==> src/core/gpio_defs.svh <==
// register offsets, field positions, reset values and timing counts of the pin control block
`ifndef GPIO_DEFS_SVH
`define GPIO_DEFS_SVH
`define ADDR_W 8
`define OFF_PIN_CTRL 8'hef
`define OFF_IRQ_STATUS 8'hf8
`define OFF_IRQ_MASK 8'hf9
`define RST_PIN_CTRL 16'h0000
`define RST_IRQ 2'h0
`define POS_TE_LEVEL 15
`define POS_TE_CTRL 8
`define POS_DBCL_LEVEL 7
`define POS_DBCL_CTRL 0
`define CTL_OWNER 0
`define CTL_DIR 1
`define CTL_OUT 2
`define CTL_PULL_LO 3
`define CTL_PULL_HI 4
`define CTL_IRQ_EN 5
`define CTL_IRQ_POL 6
`define PULL_NONE 2'h0
`define PULL_KEEPER 2'h1
`define PULL_UP 2'h2
`define SYNC_STAGES 3
`endif

==> src/core/gpio_pkg.sv <==
// types shared by the pin control block
package gpio_pkg;
  typedef struct packed {
    logic irq_pol;
    logic irq_en;
    logic [1:0] pull;
    logic out_level;
    logic dir_out;
    logic owner_reg;
  } pin_ctrl_t;

  typedef struct packed {
    logic o;
    logic oe;
    logic pull_up;
    logic keeper;
    logic irq;
  } pin_drive_t;
endpackage : gpio_pkg

==> src/core/pin_sync.sv <==
// three-stage synchroniser for one pin input with agreement filter
`timescale 1ns/10ps
`default_nettype none
module pin_sync (
  // clock and reset
  input wire logic clk,
  input wire logic rst,
  // pin in, clean level out
  input wire logic pin_in,
  output logic level
);
  logic s1_reg;
  logic s2_reg;
  logic s3_reg;
  logic level_reg;
  wire agree = (s2_reg == s3_reg);

  always_ff @(posedge clk) begin
    if (rst) begin
      s1_reg <= 1'b0;
      s2_reg <= 1'b0;
      s3_reg <= 1'b0;
      level_reg <= 1'b0;
    end else begin
      s1_reg <= pin_in;
      s2_reg <= s1_reg;
      s3_reg <= s2_reg;
      if (agree) begin
        level_reg <= s3_reg;
      end
    end
  end

  assign level = level_reg;
endmodule : pin_sync
`default_nettype wire

==> src/core/pin_ctrl.sv <==
// per-pin owner, direction, pull and interrupt decode
`timescale 1ns/10ps
`default_nettype none
`include "gpio_defs.svh"
module pin_ctrl
  import gpio_pkg::*;
(
  // control field and pin state
  input wire pin_ctrl_t ctrl,
  input wire logic level,
  // module-side function
  input wire logic mod_o,
  input wire logic mod_oe,
  // resulting pin drive
  output pin_drive_t drive
);
  wire reg_mode = ctrl.owner_reg;
  wire reg_out = reg_mode & ctrl.dir_out;
  wire is_input = reg_mode ? ~ctrl.dir_out : ~mod_oe;
  wire active = ctrl.irq_pol ? level : ~level;

  assign drive.oe = reg_mode ? reg_out : mod_oe;
  assign drive.o = reg_mode ? ctrl.out_level : mod_o;
  // pull only acts on an input; 11 is treated as no pull
  assign drive.pull_up = is_input & (ctrl.pull == `PULL_UP);
  assign drive.keeper = is_input & (ctrl.pull == `PULL_KEEPER);
  assign drive.irq = reg_mode & ~ctrl.dir_out & ctrl.irq_en & active;
endmodule : pin_ctrl
`default_nettype wire

==> src/core/dual_pin_gpio.sv <==
// register and pin logic for the tearing-effect and data-bus clock pins
// Overview of operation
// - bit 15 reads the synchronised tearing-effect pin level while it is an input
// - bits 14:8 control the tearing-effect pin exactly like bits 6:0
// - bit 7 reads the synchronised data-bus clock pin level while it is an input
// - bits 6:0 control the data-bus clock pin
// - control bit 0: 0 module owns pin, 1 register owns pin
// - control bit 1 sets direction in register mode, 1 output
// - control bit 2 sets driven level in register mode
// - bits 4:3 pull: 00 none, 10 pull-up, 01 keeper, inputs only
// - bit 5 enables interrupt from the pin while it is an input in register mode
// - bit 6 selects interrupt polarity, 1 active high
//
// Added by the designer: strobed register access.
`timescale 1ns/10ps
`default_nettype none
`include "gpio_defs.svh"
module dual_pin_gpio
  import gpio_pkg::*;
(
  // clock and reset
  input wire logic CLK_SYS,
  input wire logic SYS_RST,
  // register port
  input wire logic [`ADDR_W-1:0] ADDR,
  input wire logic [15:0] WDATA,
  input wire logic WR,
  input wire logic RD,
  output logic [15:0] RDATA,
  // module-side functions
  input wire logic TE_MOD_O,
  input wire logic TE_MOD_OE,
  input wire logic DBCL_MOD_O,
  input wire logic DBCL_MOD_OE,
  // tearing-effect pin
  input wire logic TE_I,
  output logic TE_O,
  output logic TE_OE,
  output logic TE_PULLUP,
  output logic TE_KEEPER,
  // data-bus clock pin
  input wire logic DBCL_I,
  output logic DBCL_O,
  output logic DBCL_OE,
  output logic DBCL_PULLUP,
  output logic DBCL_KEEPER,
  // levels toward the other functions and interrupt
  output logic TE_LEVEL,
  output logic DBCL_LEVEL,
  output logic PIN_IRQ,
  output logic IRQ
);
  pin_ctrl_t te_pin_control_reg;
  pin_ctrl_t dbcl_pin_control_reg;
  logic te_pin_level_reg;
  logic dbcl_pin_level_reg;
  logic [1:0] irq_status_reg;
  logic [1:0] irq_mask_reg;
  logic [15:0] rdata_reg;
  pin_drive_t te_drv_reg;
  pin_drive_t dbcl_drv_reg;
  logic pin_irq_reg;
  logic irq_reg;
  logic te_sync;
  logic dbcl_sync;
  pin_drive_t te_drv;
  pin_drive_t dbcl_drv;

  pin_sync u_te_sync (
    .clk(CLK_SYS),
    .rst(SYS_RST),
    .pin_in(TE_I),
    .level(te_sync)
  );

  pin_sync u_dbcl_sync (
    .clk(CLK_SYS),
    .rst(SYS_RST),
    .pin_in(DBCL_I),
    .level(dbcl_sync)
  );

  pin_ctrl u_te_ctrl (
    .ctrl(te_pin_control_reg),
    .level(te_sync),
    .mod_o(TE_MOD_O),
    .mod_oe(TE_MOD_OE),
    .drive(te_drv)
  );

  pin_ctrl u_dbcl_ctrl (
    .ctrl(dbcl_pin_control_reg),
    .level(dbcl_sync),
    .mod_o(DBCL_MOD_O),
    .mod_oe(DBCL_MOD_OE),
    .drive(dbcl_drv)
  );

  // address decode
  wire sel_ctrl = (ADDR == `OFF_PIN_CTRL);
  wire sel_stat = (ADDR == `OFF_IRQ_STATUS);
  wire sel_mask = (ADDR == `OFF_IRQ_MASK);
  wire wr_ctrl = WR & sel_ctrl;
  wire wr_stat = WR & sel_stat;
  wire wr_mask = WR & sel_mask;

  // status holds its last value while the pin drives, reflecting only input state
  wire te_is_in = ~te_drv.oe;
  wire dbcl_is_in = ~dbcl_drv.oe;
  wire te_level_next = te_is_in ? te_sync : te_pin_level_reg;
  wire dbcl_level_next = dbcl_is_in ? dbcl_sync : dbcl_pin_level_reg;

  // rising edge of each pin's interrupt request sets a sticky bit; set beats clear
  wire [1:0] irq_src = {te_drv.irq, dbcl_drv.irq};
  wire [1:0] irq_prev = {te_drv_reg.irq, dbcl_drv_reg.irq};
  wire [1:0] irq_rise = irq_src & ~irq_prev;
  wire [1:0] clr_mask = wr_stat ? WDATA[1:0] : 2'h0;
  wire [1:0] irq_status_next = irq_rise | (irq_status_reg & ~clr_mask);
  wire [1:0] irq_mask_next = wr_mask ? WDATA[1:0] : irq_mask_reg;

  wire [15:0] ctrl_word = {te_pin_level_reg, te_pin_control_reg, dbcl_pin_level_reg, dbcl_pin_control_reg};
  // unmapped addresses read zero
  wire [15:0] rdata_next = !RD ? 16'h0000 :
                           sel_ctrl ? ctrl_word :
                           sel_stat ? {14'h0000, irq_status_reg} :
                           sel_mask ? {14'h0000, irq_mask_reg} : 16'h0000;

  // reset values of the two control fields, cut from the register's reset word
  localparam logic [15:0] RST_CTRL_WORD = `RST_PIN_CTRL;
  localparam pin_ctrl_t RST_TE_CTRL = pin_ctrl_t'(RST_CTRL_WORD[14:8]);
  localparam pin_ctrl_t RST_DBCL_CTRL = pin_ctrl_t'(RST_CTRL_WORD[6:0]);

  always_ff @(posedge CLK_SYS) begin
    if (SYS_RST) begin
      te_pin_control_reg <= RST_TE_CTRL;
    end else if (wr_ctrl) begin
      te_pin_control_reg <= pin_ctrl_t'(WDATA[14:8]);
    end
  end

  always_ff @(posedge CLK_SYS) begin
    if (SYS_RST) begin
      dbcl_pin_control_reg <= RST_DBCL_CTRL;
    end else if (wr_ctrl) begin
      dbcl_pin_control_reg <= pin_ctrl_t'(WDATA[6:0]);
    end
  end

  always_ff @(posedge CLK_SYS) begin
    if (SYS_RST) begin
      te_pin_level_reg <= 1'b0;
    end else begin
      te_pin_level_reg <= te_level_next;
    end
  end

  always_ff @(posedge CLK_SYS) begin
    if (SYS_RST) begin
      dbcl_pin_level_reg <= 1'b0;
    end else begin
      dbcl_pin_level_reg <= dbcl_level_next;
    end
  end

  always_ff @(posedge CLK_SYS) begin
    if (SYS_RST) begin
      irq_status_reg <= `RST_IRQ;
    end else begin
      irq_status_reg <= irq_status_next;
    end
  end

  always_ff @(posedge CLK_SYS) begin
    if (SYS_RST) begin
      irq_mask_reg <= `RST_IRQ;
    end else begin
      irq_mask_reg <= irq_mask_next;
    end
  end

  always_ff @(posedge CLK_SYS) begin
    if (SYS_RST) begin
      rdata_reg <= 16'h0000;
    end else begin
      rdata_reg <= rdata_next;
    end
  end

  // pin drive is registered so every output leaves a flip-flop; costs one cycle of latency
  always_ff @(posedge CLK_SYS) begin
    if (SYS_RST) begin
      te_drv_reg <= '0;
    end else begin
      te_drv_reg <= te_drv;
    end
  end

  always_ff @(posedge CLK_SYS) begin
    if (SYS_RST) begin
      dbcl_drv_reg <= '0;
    end else begin
      dbcl_drv_reg <= dbcl_drv;
    end
  end

  always_ff @(posedge CLK_SYS) begin
    if (SYS_RST) begin
      pin_irq_reg <= 1'b0;
    end else begin
      pin_irq_reg <= te_drv.irq | dbcl_drv.irq;
    end
  end

  // built from next values so the line follows status and mask without an extra cycle
  always_ff @(posedge CLK_SYS) begin
    if (SYS_RST) begin
      irq_reg <= 1'b0;
    end else begin
      irq_reg <= |(irq_status_next & irq_mask_next);
    end
  end

  assign RDATA = rdata_reg;
  assign TE_O = te_drv_reg.o;
  assign TE_OE = te_drv_reg.oe;
  assign TE_PULLUP = te_drv_reg.pull_up;
  assign TE_KEEPER = te_drv_reg.keeper;
  assign DBCL_O = dbcl_drv_reg.o;
  assign DBCL_OE = dbcl_drv_reg.oe;
  assign DBCL_PULLUP = dbcl_drv_reg.pull_up;
  assign DBCL_KEEPER = dbcl_drv_reg.keeper;
  assign TE_LEVEL = te_pin_level_reg;
  assign DBCL_LEVEL = dbcl_pin_level_reg;
  assign PIN_IRQ = pin_irq_reg;
  assign IRQ = irq_reg;
endmodule : dual_pin_gpio
`default_nettype wire

==> config.mk <==
export PLATFORM = sky130hd
export DESIGN_NAME = dual_pin_gpio
export DESIGN_NICKNAME = d
export VERILOG_FILES = /design/src/core/gpio_pkg.sv /design/src/core/pin_sync.sv /design/src/core/pin_ctrl.sv /design/src/core/dual_pin_gpio.sv
export VERILOG_INCLUDE_DIRS = /design/src /design/src/core
export SDC_FILE = /design/constraint.sdc
export NUM_CORES = 1
export LEC_CHECK = 0
export BUFFER_PORTS_ARGS = -buffer_cell sky130_fd_sc_hd__buf_4
export CORE_MARGIN = 3
export CORE_UTILIZATION = 30
export CTS_CLUSTER_DIAMETER = 100
export DETAILED_ROUTE_END_ITERATION = 8
export MAX_ROUTING_LAYER = met4
export PLACE_DENSITY = 0.6
export SYNTH_ARGS = -nofsm -noshare
export SYNTH_HDL_FRONTEND = slang
export SYNTH_HIERARCHICAL = 1
export SYNTH_SLANG_ARGS = --single-unit
==> constraint.sdc <==
create_clock -name CLK_SYS -period 3.5 [get_ports CLK_SYS]
set_input_delay 0.175 -clock CLK_SYS [delete_from_list [all_inputs] [get_ports CLK_SYS]]
set_output_delay 0.175 -clock CLK_SYS [all_outputs]
set_load 0.1 [all_outputs]
==> results.sh, run 1 <==
export IMPL_syn_num_nets=211
export IMPL_multi_input_area_sq_um=803
export IMPL_wl_mm=3.82
export IMPL_synth_area_leaders="dfxtp_1 (57%), mux2i_1 (9.1%), nor2b_1 (5.7%), and2_1 (4.4%), nor2_1 (3.8%)"
export IMPL_maxCapViolations=0
export IMPL_syn_area_sq_um=1970
export IMPL_initial_core_util=0.321
export IMPL_holdPathStages=2
export IMPL_largest_reg_flops=16
export IMPL_peakVddDrop_v=0.000199
export IMPL_max_freq_ghz=0.718
export IMPL_ios=62
export IMPL_top_usage_layer="met2"
export IMPL_p_leak_uw=0.00121
export IMPL_netlist_area_leader_share=0.569
export IMPL_crit_start="ctrl_word[14]$_SDFFE_PP0P_"
export IMPL_finalSetupTns_ns=0
export IMPL_io_buffers=59
export IMPL_synth_seq_cells=56
export IMPL_ys_warn_count=6
export IMPL_min_to="u_te_sync/s1_reg$_SDFF_PP0_"
export IMPL_gr_usage_met1=0.125
export IMPL_r2r_start="ctrl_word[14]$_SDFFE_PP0P_"
export IMPL_slew_headroom=0.641
export IMPL_grt_util_met2=0.172
export IMPL_cts_inserted_buffers=5
export IMPL_regArea_sq_um=1120
export IMPL_synth_edf_count=0
export IMPL_ff2ff_path_depth=5
export IMPL_drt_pass1_iterations=4
export IMPL_gp_congestion=0.824
export IMPL_worst_setup_path_start_kind="flop"
export IMPL_drive_above_1_share=0.342
export IMPL_drc=0
export IMPL_grt_start_max_net_pins=41
export IMPL_num_antenna_cells=0
export IMPL_synth_cell_types=30
export IMPL_outcome="completed"
export IMPL_worst_setup_path_end_kind="flop"
export IMPL_dr_total_vias=1374
export IMPL_antenna_found_initial=0
export IMPL_period_share=0.398
export IMPL_min_period_ns=1.39
export IMPL_synth_top_area_cell="dfxtp_1"
export IMPL_synthFlopType="dfxtp_1"
export IMPL_fillers=605
export IMPL_vias_per_cell=4.40
export IMPL_htreeDepth=2
export IMPL_netlist_instances=177
export IMPL_synth_most_common_cell="dfxtp_1"
export IMPL_rows=28
export IMPL_clock_skew_ns=0.00767
export IMPL_p_per_area_nw_per_um2=439
export IMPL_ys_seq_area_frac=0.569
export IMPL_cts_resized=0
export IMPL_holdBufCountCts=0
export IMPL_timing_hold_violations_final=0
export IMPL_postCtsSetupBuffers=0
export IMPL_async_reset_ff_frac=0
export IMPL_ant_nets=0
export IMPL_nNetsFinal=270
export IMPL_cts_tree="yes"
export IMPL_die_area_sq_um=7580
export IMPL_cp_required_ns=3.70
export IMPL_hold_path_startpoint="TE_I"
export IMPL_syn2layout_area_growth_pct=30.7
export IMPL_die_width_microns=87.1
export IMPL_drv_slew=0
export IMPL_track_usage=0.106
export IMPL_setup_violations=0
export IMPL_root_buffer="clkbuf_8"
export IMPL_grt_overflow_total=0
export IMPL_clock_latency_ns=0.30
export IMPL_use_met3=0.0341
export IMPL_clkSinkCount=56
export IMPL_grt_pass1_wl_mm=6.04
export IMPL_min_path_type="input port to flop"
export IMPL_avgSynthCellArea_sq_um=11.1
export IMPL_crit_fanout=3
export IMPL_crit_type="flop to flop"
export IMPL_worstMarginPinSlew_ns=0.538
export IMPL_core_area_sq_um=6130
export IMPL_ys_top_cells_by_count="dfxtp_1 (56), nor2_1 (20), mux2i_1 (18), nor2b_1 (18), and2_1 (14)"
export IMPL_cp_arrival_ns=1.60
export IMPL_grt_setup_unrepaired="no"
export IMPL_clockBufferDepth=2
export IMPL_drtIter0Drc=85
export IMPL_grt_pass1_vias=1283
export IMPL_hold_ws_ns=0.0748
export IMPL_die_y_microns=87.1
export IMPL_wire_per_inst_microns=12.2
export IMPL_timing_rr_end="IRQ$_SDFF_PP0_"
export IMPL_regToRegSetupSlack_ns=2.11
export IMPL_hpwlAfterDp_mm=2.77
export IMPL_clk_pin_slew_ns=0.10
where the power goes:
part,leakage [uW],switching [uW],total [uW],internal [uW]
clock network,0.0000541,200,412,212
logic,0.000705,40.5,74.3,33.9
registers,0.000453,1.94,644,642
total,0.00121,242,1130,888
placed cells by master (no fill, tap or decap), drive strengths merged, types with 3 or more instances in the layout:
master / netlist / routed
nor3b: 5 / 5
and2: 14 / 14
nor2b: 18 / 18
nor2: 21 / 21
a21oi: 5 / 5
clkbuf: 3 / 5
nand3b: 3 / 3
dfxtp: 56 / 56
nand2: 7 / 7
buf: 4 / 59
mux2i: 18 / 18
nand4: 3 / 3
mux2: 4 / 4
worst max path at each step:
stage / to / slack, ns / depth (start not counted)
floorplan: DBCL_LEVEL$_SDFFE_PP0N_ / 2.24 / 2
global placement: RDATA[14]$_SDFF_PP0_ / 2.00 / 5
detailed placement: RDATA[7]$_SDFF_PP0_ / 1.95 / 5
CTS: IRQ$_SDFF_PP0_ / 2.02 / 5
global route: IRQ$_SDFF_PP0_ / 1.90 / 6
finish: IRQ$_SDFF_PP0_ / 2.11 / 5
per-layer routing:
metal,vias to the layer above,routed length [microns]
li1,705,-
met1,631,1670
met2,34,1870
met3,4,244
met4,0,40
met5,-,0
logic make-up after synthesis:
| logic type | Yosys count | share of synthesized area |
|---|---|---|
| xor gates and xnor gates | 2 | 0.00889 |
| AOI/OAI and AO/OA | 11 | 0.0356 |
| DFF | 56 | 0.569 |
| buffers and inverters | 8 | 0.0235 |
| muxes | 22 | 0.118 |
| and+or+nand+nor | 78 | 0.245 |
final cells by class:
| class | instances | share of cell area |
|---|---|---|
| inverters | 1 | 0.00146 |
| repair buffers | 59 | 0.172 |
| clock buffers | 5 | 0.0267 |
| multi-input cells | 113 | 0.312 |
| clock inverters | 3 | 0.0165 |
| flip-flops and latches | 56 | 0.435 |
| well taps | 75 | 0.0364 |
worst max-delay path, cell delays in order, from the launching register on:
cell and delay (ns):
dfxtp_1 0.34, xor2_1 0.16, nor3_1 0.27, nor2b_1 0.18, a21oi_1 0.06, o32ai_1 0.28
metrics by stage:
stage / cell area, sq um / setup slack (ns) / util / power [uW] / std cells
floorplan: 1970 / 2.24 / - / 697 / 177
global placement: 2460 / 2.00 / 0.402 / 734 / 304
detailed placement: 2460 / 1.95 / 0.402 / 735 / 304
CTS: 2580 / 2.02 / 0.420 / 1150 / 312
global route: 2580 / 1.90 / 0.420 / 1180 / 312
finish: 2580 / 2.11 / 0.420 / 1130 / 312
Power figures use the tool's default switching activity.
==> run 2, diff against run 1 <==
- clock period: 3.5 -> 1.4 ns (I/O delays scaled with it)
==> run 2 against run 1 <==
Sequential power rose to 2.5 times the previous value. Clock skew shrank 0.00082 ns. Routed wire length is 1.3% higher. Critical endpoint unchanged. Setup slack lost 2.0 ns. Hold slack got worse by 0.065 ns. Critical path depth increased by 1. Critical path type unchanged. Die area did not move. Maximum frequency is 8.9% higher. Core utilization rose by 2.4 points.
==> results.sh, run 2 (synthesis results as in run 1) <==
export IMPL_outcome="completed"
export IMPL_drt_pass1_iterations=6
export IMPL_worstMarginPinSlew_ns=0.386
export IMPL_rows=28
export IMPL_slew_headroom=0.742
export IMPL_clock_latency_ns=0.30
export IMPL_drv_slew=0
export IMPL_worst_setup_path_start_kind="flop"
export IMPL_initial_core_util=0.321
export IMPL_power_frac_seq=0.610
export IMPL_fin_util=0.444
export IMPL_largest_reg_flops=16
export IMPL_clkSinkCount=56
export IMPL_core_area_sq_um=6130
export IMPL_hold_path_startpoint="WDATA[3]"
export IMPL_p_switching_uw=586
export IMPL_grt_pass1_vias=1298
export IMPL_wire_per_inst_microns=11.8
export IMPL_max_freq_ghz=0.782
export IMPL_dr_total_vias=1412
export IMPL_p_per_area_nw_per_um2=969
export IMPL_maxCapViolations=0
export IMPL_crit_fanout=3
export IMPL_min_period_ns=1.28
export IMPL_cts_tree="yes"
export IMPL_p_clk_frac=0.309
export IMPL_root_buffer="clkbuf_8"
export IMPL_grt_setup_unrepaired="no"
export IMPL_fillers=602
export IMPL_grt_overflow_total=0
export IMPL_hpwlAfterDp_mm=2.77
export IMPL_clock_skew_ns=0.00685
export IMPL_regToRegSetupSlack_ns=0.12
export IMPL_vias_per_cell=4.30
export IMPL_nNetsFinal=287
export IMPL_drc=0
export IMPL_die_area_sq_um=7580
export IMPL_ff2ff_path_depth=6
export IMPL_antenna_found_initial=0
export IMPL_layout_common_cells="buf_4 (64), dfxtp_1 (56), nor2_1 (20), mux2i_1 (18), nor2b_1 (16)"
export IMPL_min_path_type="input port to flop"
export IMPL_ant_nets=0
export IMPL_wl_mm=3.87
export IMPL_io_buffers=59
export IMPL_ios=62
export IMPL_syn2layout_area_growth_pct=38.3
export IMPL_internal_power_uw=2050
export IMPL_peakVddDrop_v=0.000400
export IMPL_setup_violations=0
export IMPL_grt_start_max_net_pins=24
export IMPL_gp_congestion=0.822
export IMPL_cp_arrival_ns=1.49
export IMPL_die_width_microns=87.1
export IMPL_timing_hold_violations_final=0
export IMPL_cts_inserted_buffers=5
export IMPL_grt_pass1_wl_mm=6.11
export IMPL_period_share=0.913
export IMPL_htreeDepth=2
export IMPL_num_antenna_cells=0
export IMPL_die_y_microns=87.1
export IMPL_drive_above_1_share=0.348
export IMPL_r2r_start="ctrl_word[6]$_SDFFE_PP0P_"
export IMPL_hold_ws_ns=0.00974
export IMPL_final_common_cell="buf_4"
export IMPL_worst_setup_path_end_kind="flop"
export IMPL_clockBufferDepth=2
export IMPL_track_usage=0.109
export IMPL_drtIter0Drc=52
export IMPL_finalSetupTns_ns=0
export IMPL_holdPathStages=3
export IMPL_p_comb_frac=0.081
export IMPL_min_to="ctrl_word[3]$_SDFFE_PP0P_"
export IMPL_cp_required_ns=1.61
export IMPL_crit_type="flop to flop"
export IMPL_clk_pin_slew_ns=0.09
export IMPL_p_leak_uw=0.00128
export IMPL_switching_share=0.222
export IMPL_timing_rr_end="IRQ$_SDFF_PP0_"
run 2: worst max path at each step:
stage                                          start                      end  slack, ns  cells after the start
after global routing       ctrl_word[6]$_SDFFE_PP0P_           IRQ$_SDFF_PP0_      0.009                      6
after global placement     ctrl_word[6]$_SDFFE_PP0P_           IRQ$_SDFF_PP0_       0.06                      6
after floorplan              DBCL_LEVEL$_SDFFE_PP0N_  DBCL_LEVEL$_SDFFE_PP0N_       0.14                      2
final                      ctrl_word[6]$_SDFFE_PP0P_           IRQ$_SDFF_PP0_       0.12                      6
after detailed placement  ctrl_word[14]$_SDFFE_PP0P_           IRQ$_SDFF_PP0_      0.009                      5
after CTS                  ctrl_word[6]$_SDFFE_PP0P_           IRQ$_SDFF_PP0_       0.01                      6
run 2: cell type report:
type | instances | area (sq um) | area share
sequential | 56 | 1120 | 0.411
multi-input combinational | 113 | 818 | 0.300
timing repair buffer | 76 | 611 | 0.224
tap | 75 | 93.8 | 0.0344
clock buffer | 6 | 72.6 | 0.0266
clock inverter | 1 | 5.00 | 0.00184
inverter | 1 | 3.75 | 0.00138
run 2: routing by layer:
metal  routed length (microns)  global-route usage  up-vias
li1                          -                   -      738
met1                      1670               0.133      638
met2                      1940               0.167       34
met3                       224              0.0255        2
met4                        36              0.0552        0
met5                         0                   -        -
run 2: timing repair:
action | 4_1_cts | 5_1_grt
hold endpoints to repair | 11 | 0
resized for setup | 1 | 3
pin swaps | 0 | 3
endpoints found under the setup margin | 1 | 2
setup buffers | 0 | 1
hold buffers | 11 | 0
run 2: worst max-delay path: stages (launching register included):
cell,delay (ns)
dfxtp_1,0.35
xor2_1,0.16
nor3_1,0.14
nor2b_4,0.19
nor2b_1,0.15
nor2_1,0.07
o32ai_1,0.13
run 2: power groups by stage:
stage / clock (uW) / combinational, uW / sequential (uW)
3_5_place_dp: 0 / 193 / 1650
3_3_place_gp: 0 / 192 / 1650
6_report: 816 / 215 / 1610
5_1_grt: 921 / 231 / 1610
2_1_floorplan: 0 / 49.3 / 1690
4_1_cts: 854 / 218 / 1610
run 2: metrics by stage:
stage	instances	area (sq um)	setup WS, ns	total power [uW]
floorplan	177	1970	0.137	1740
global placement	309	2510	0.0580	1840
detailed placement	309	2510	0.00877	1840
CTS	327	2710	0.0114	2680
global route	328	2730	0.00916	2760
finish	328	2730	0.122	2640
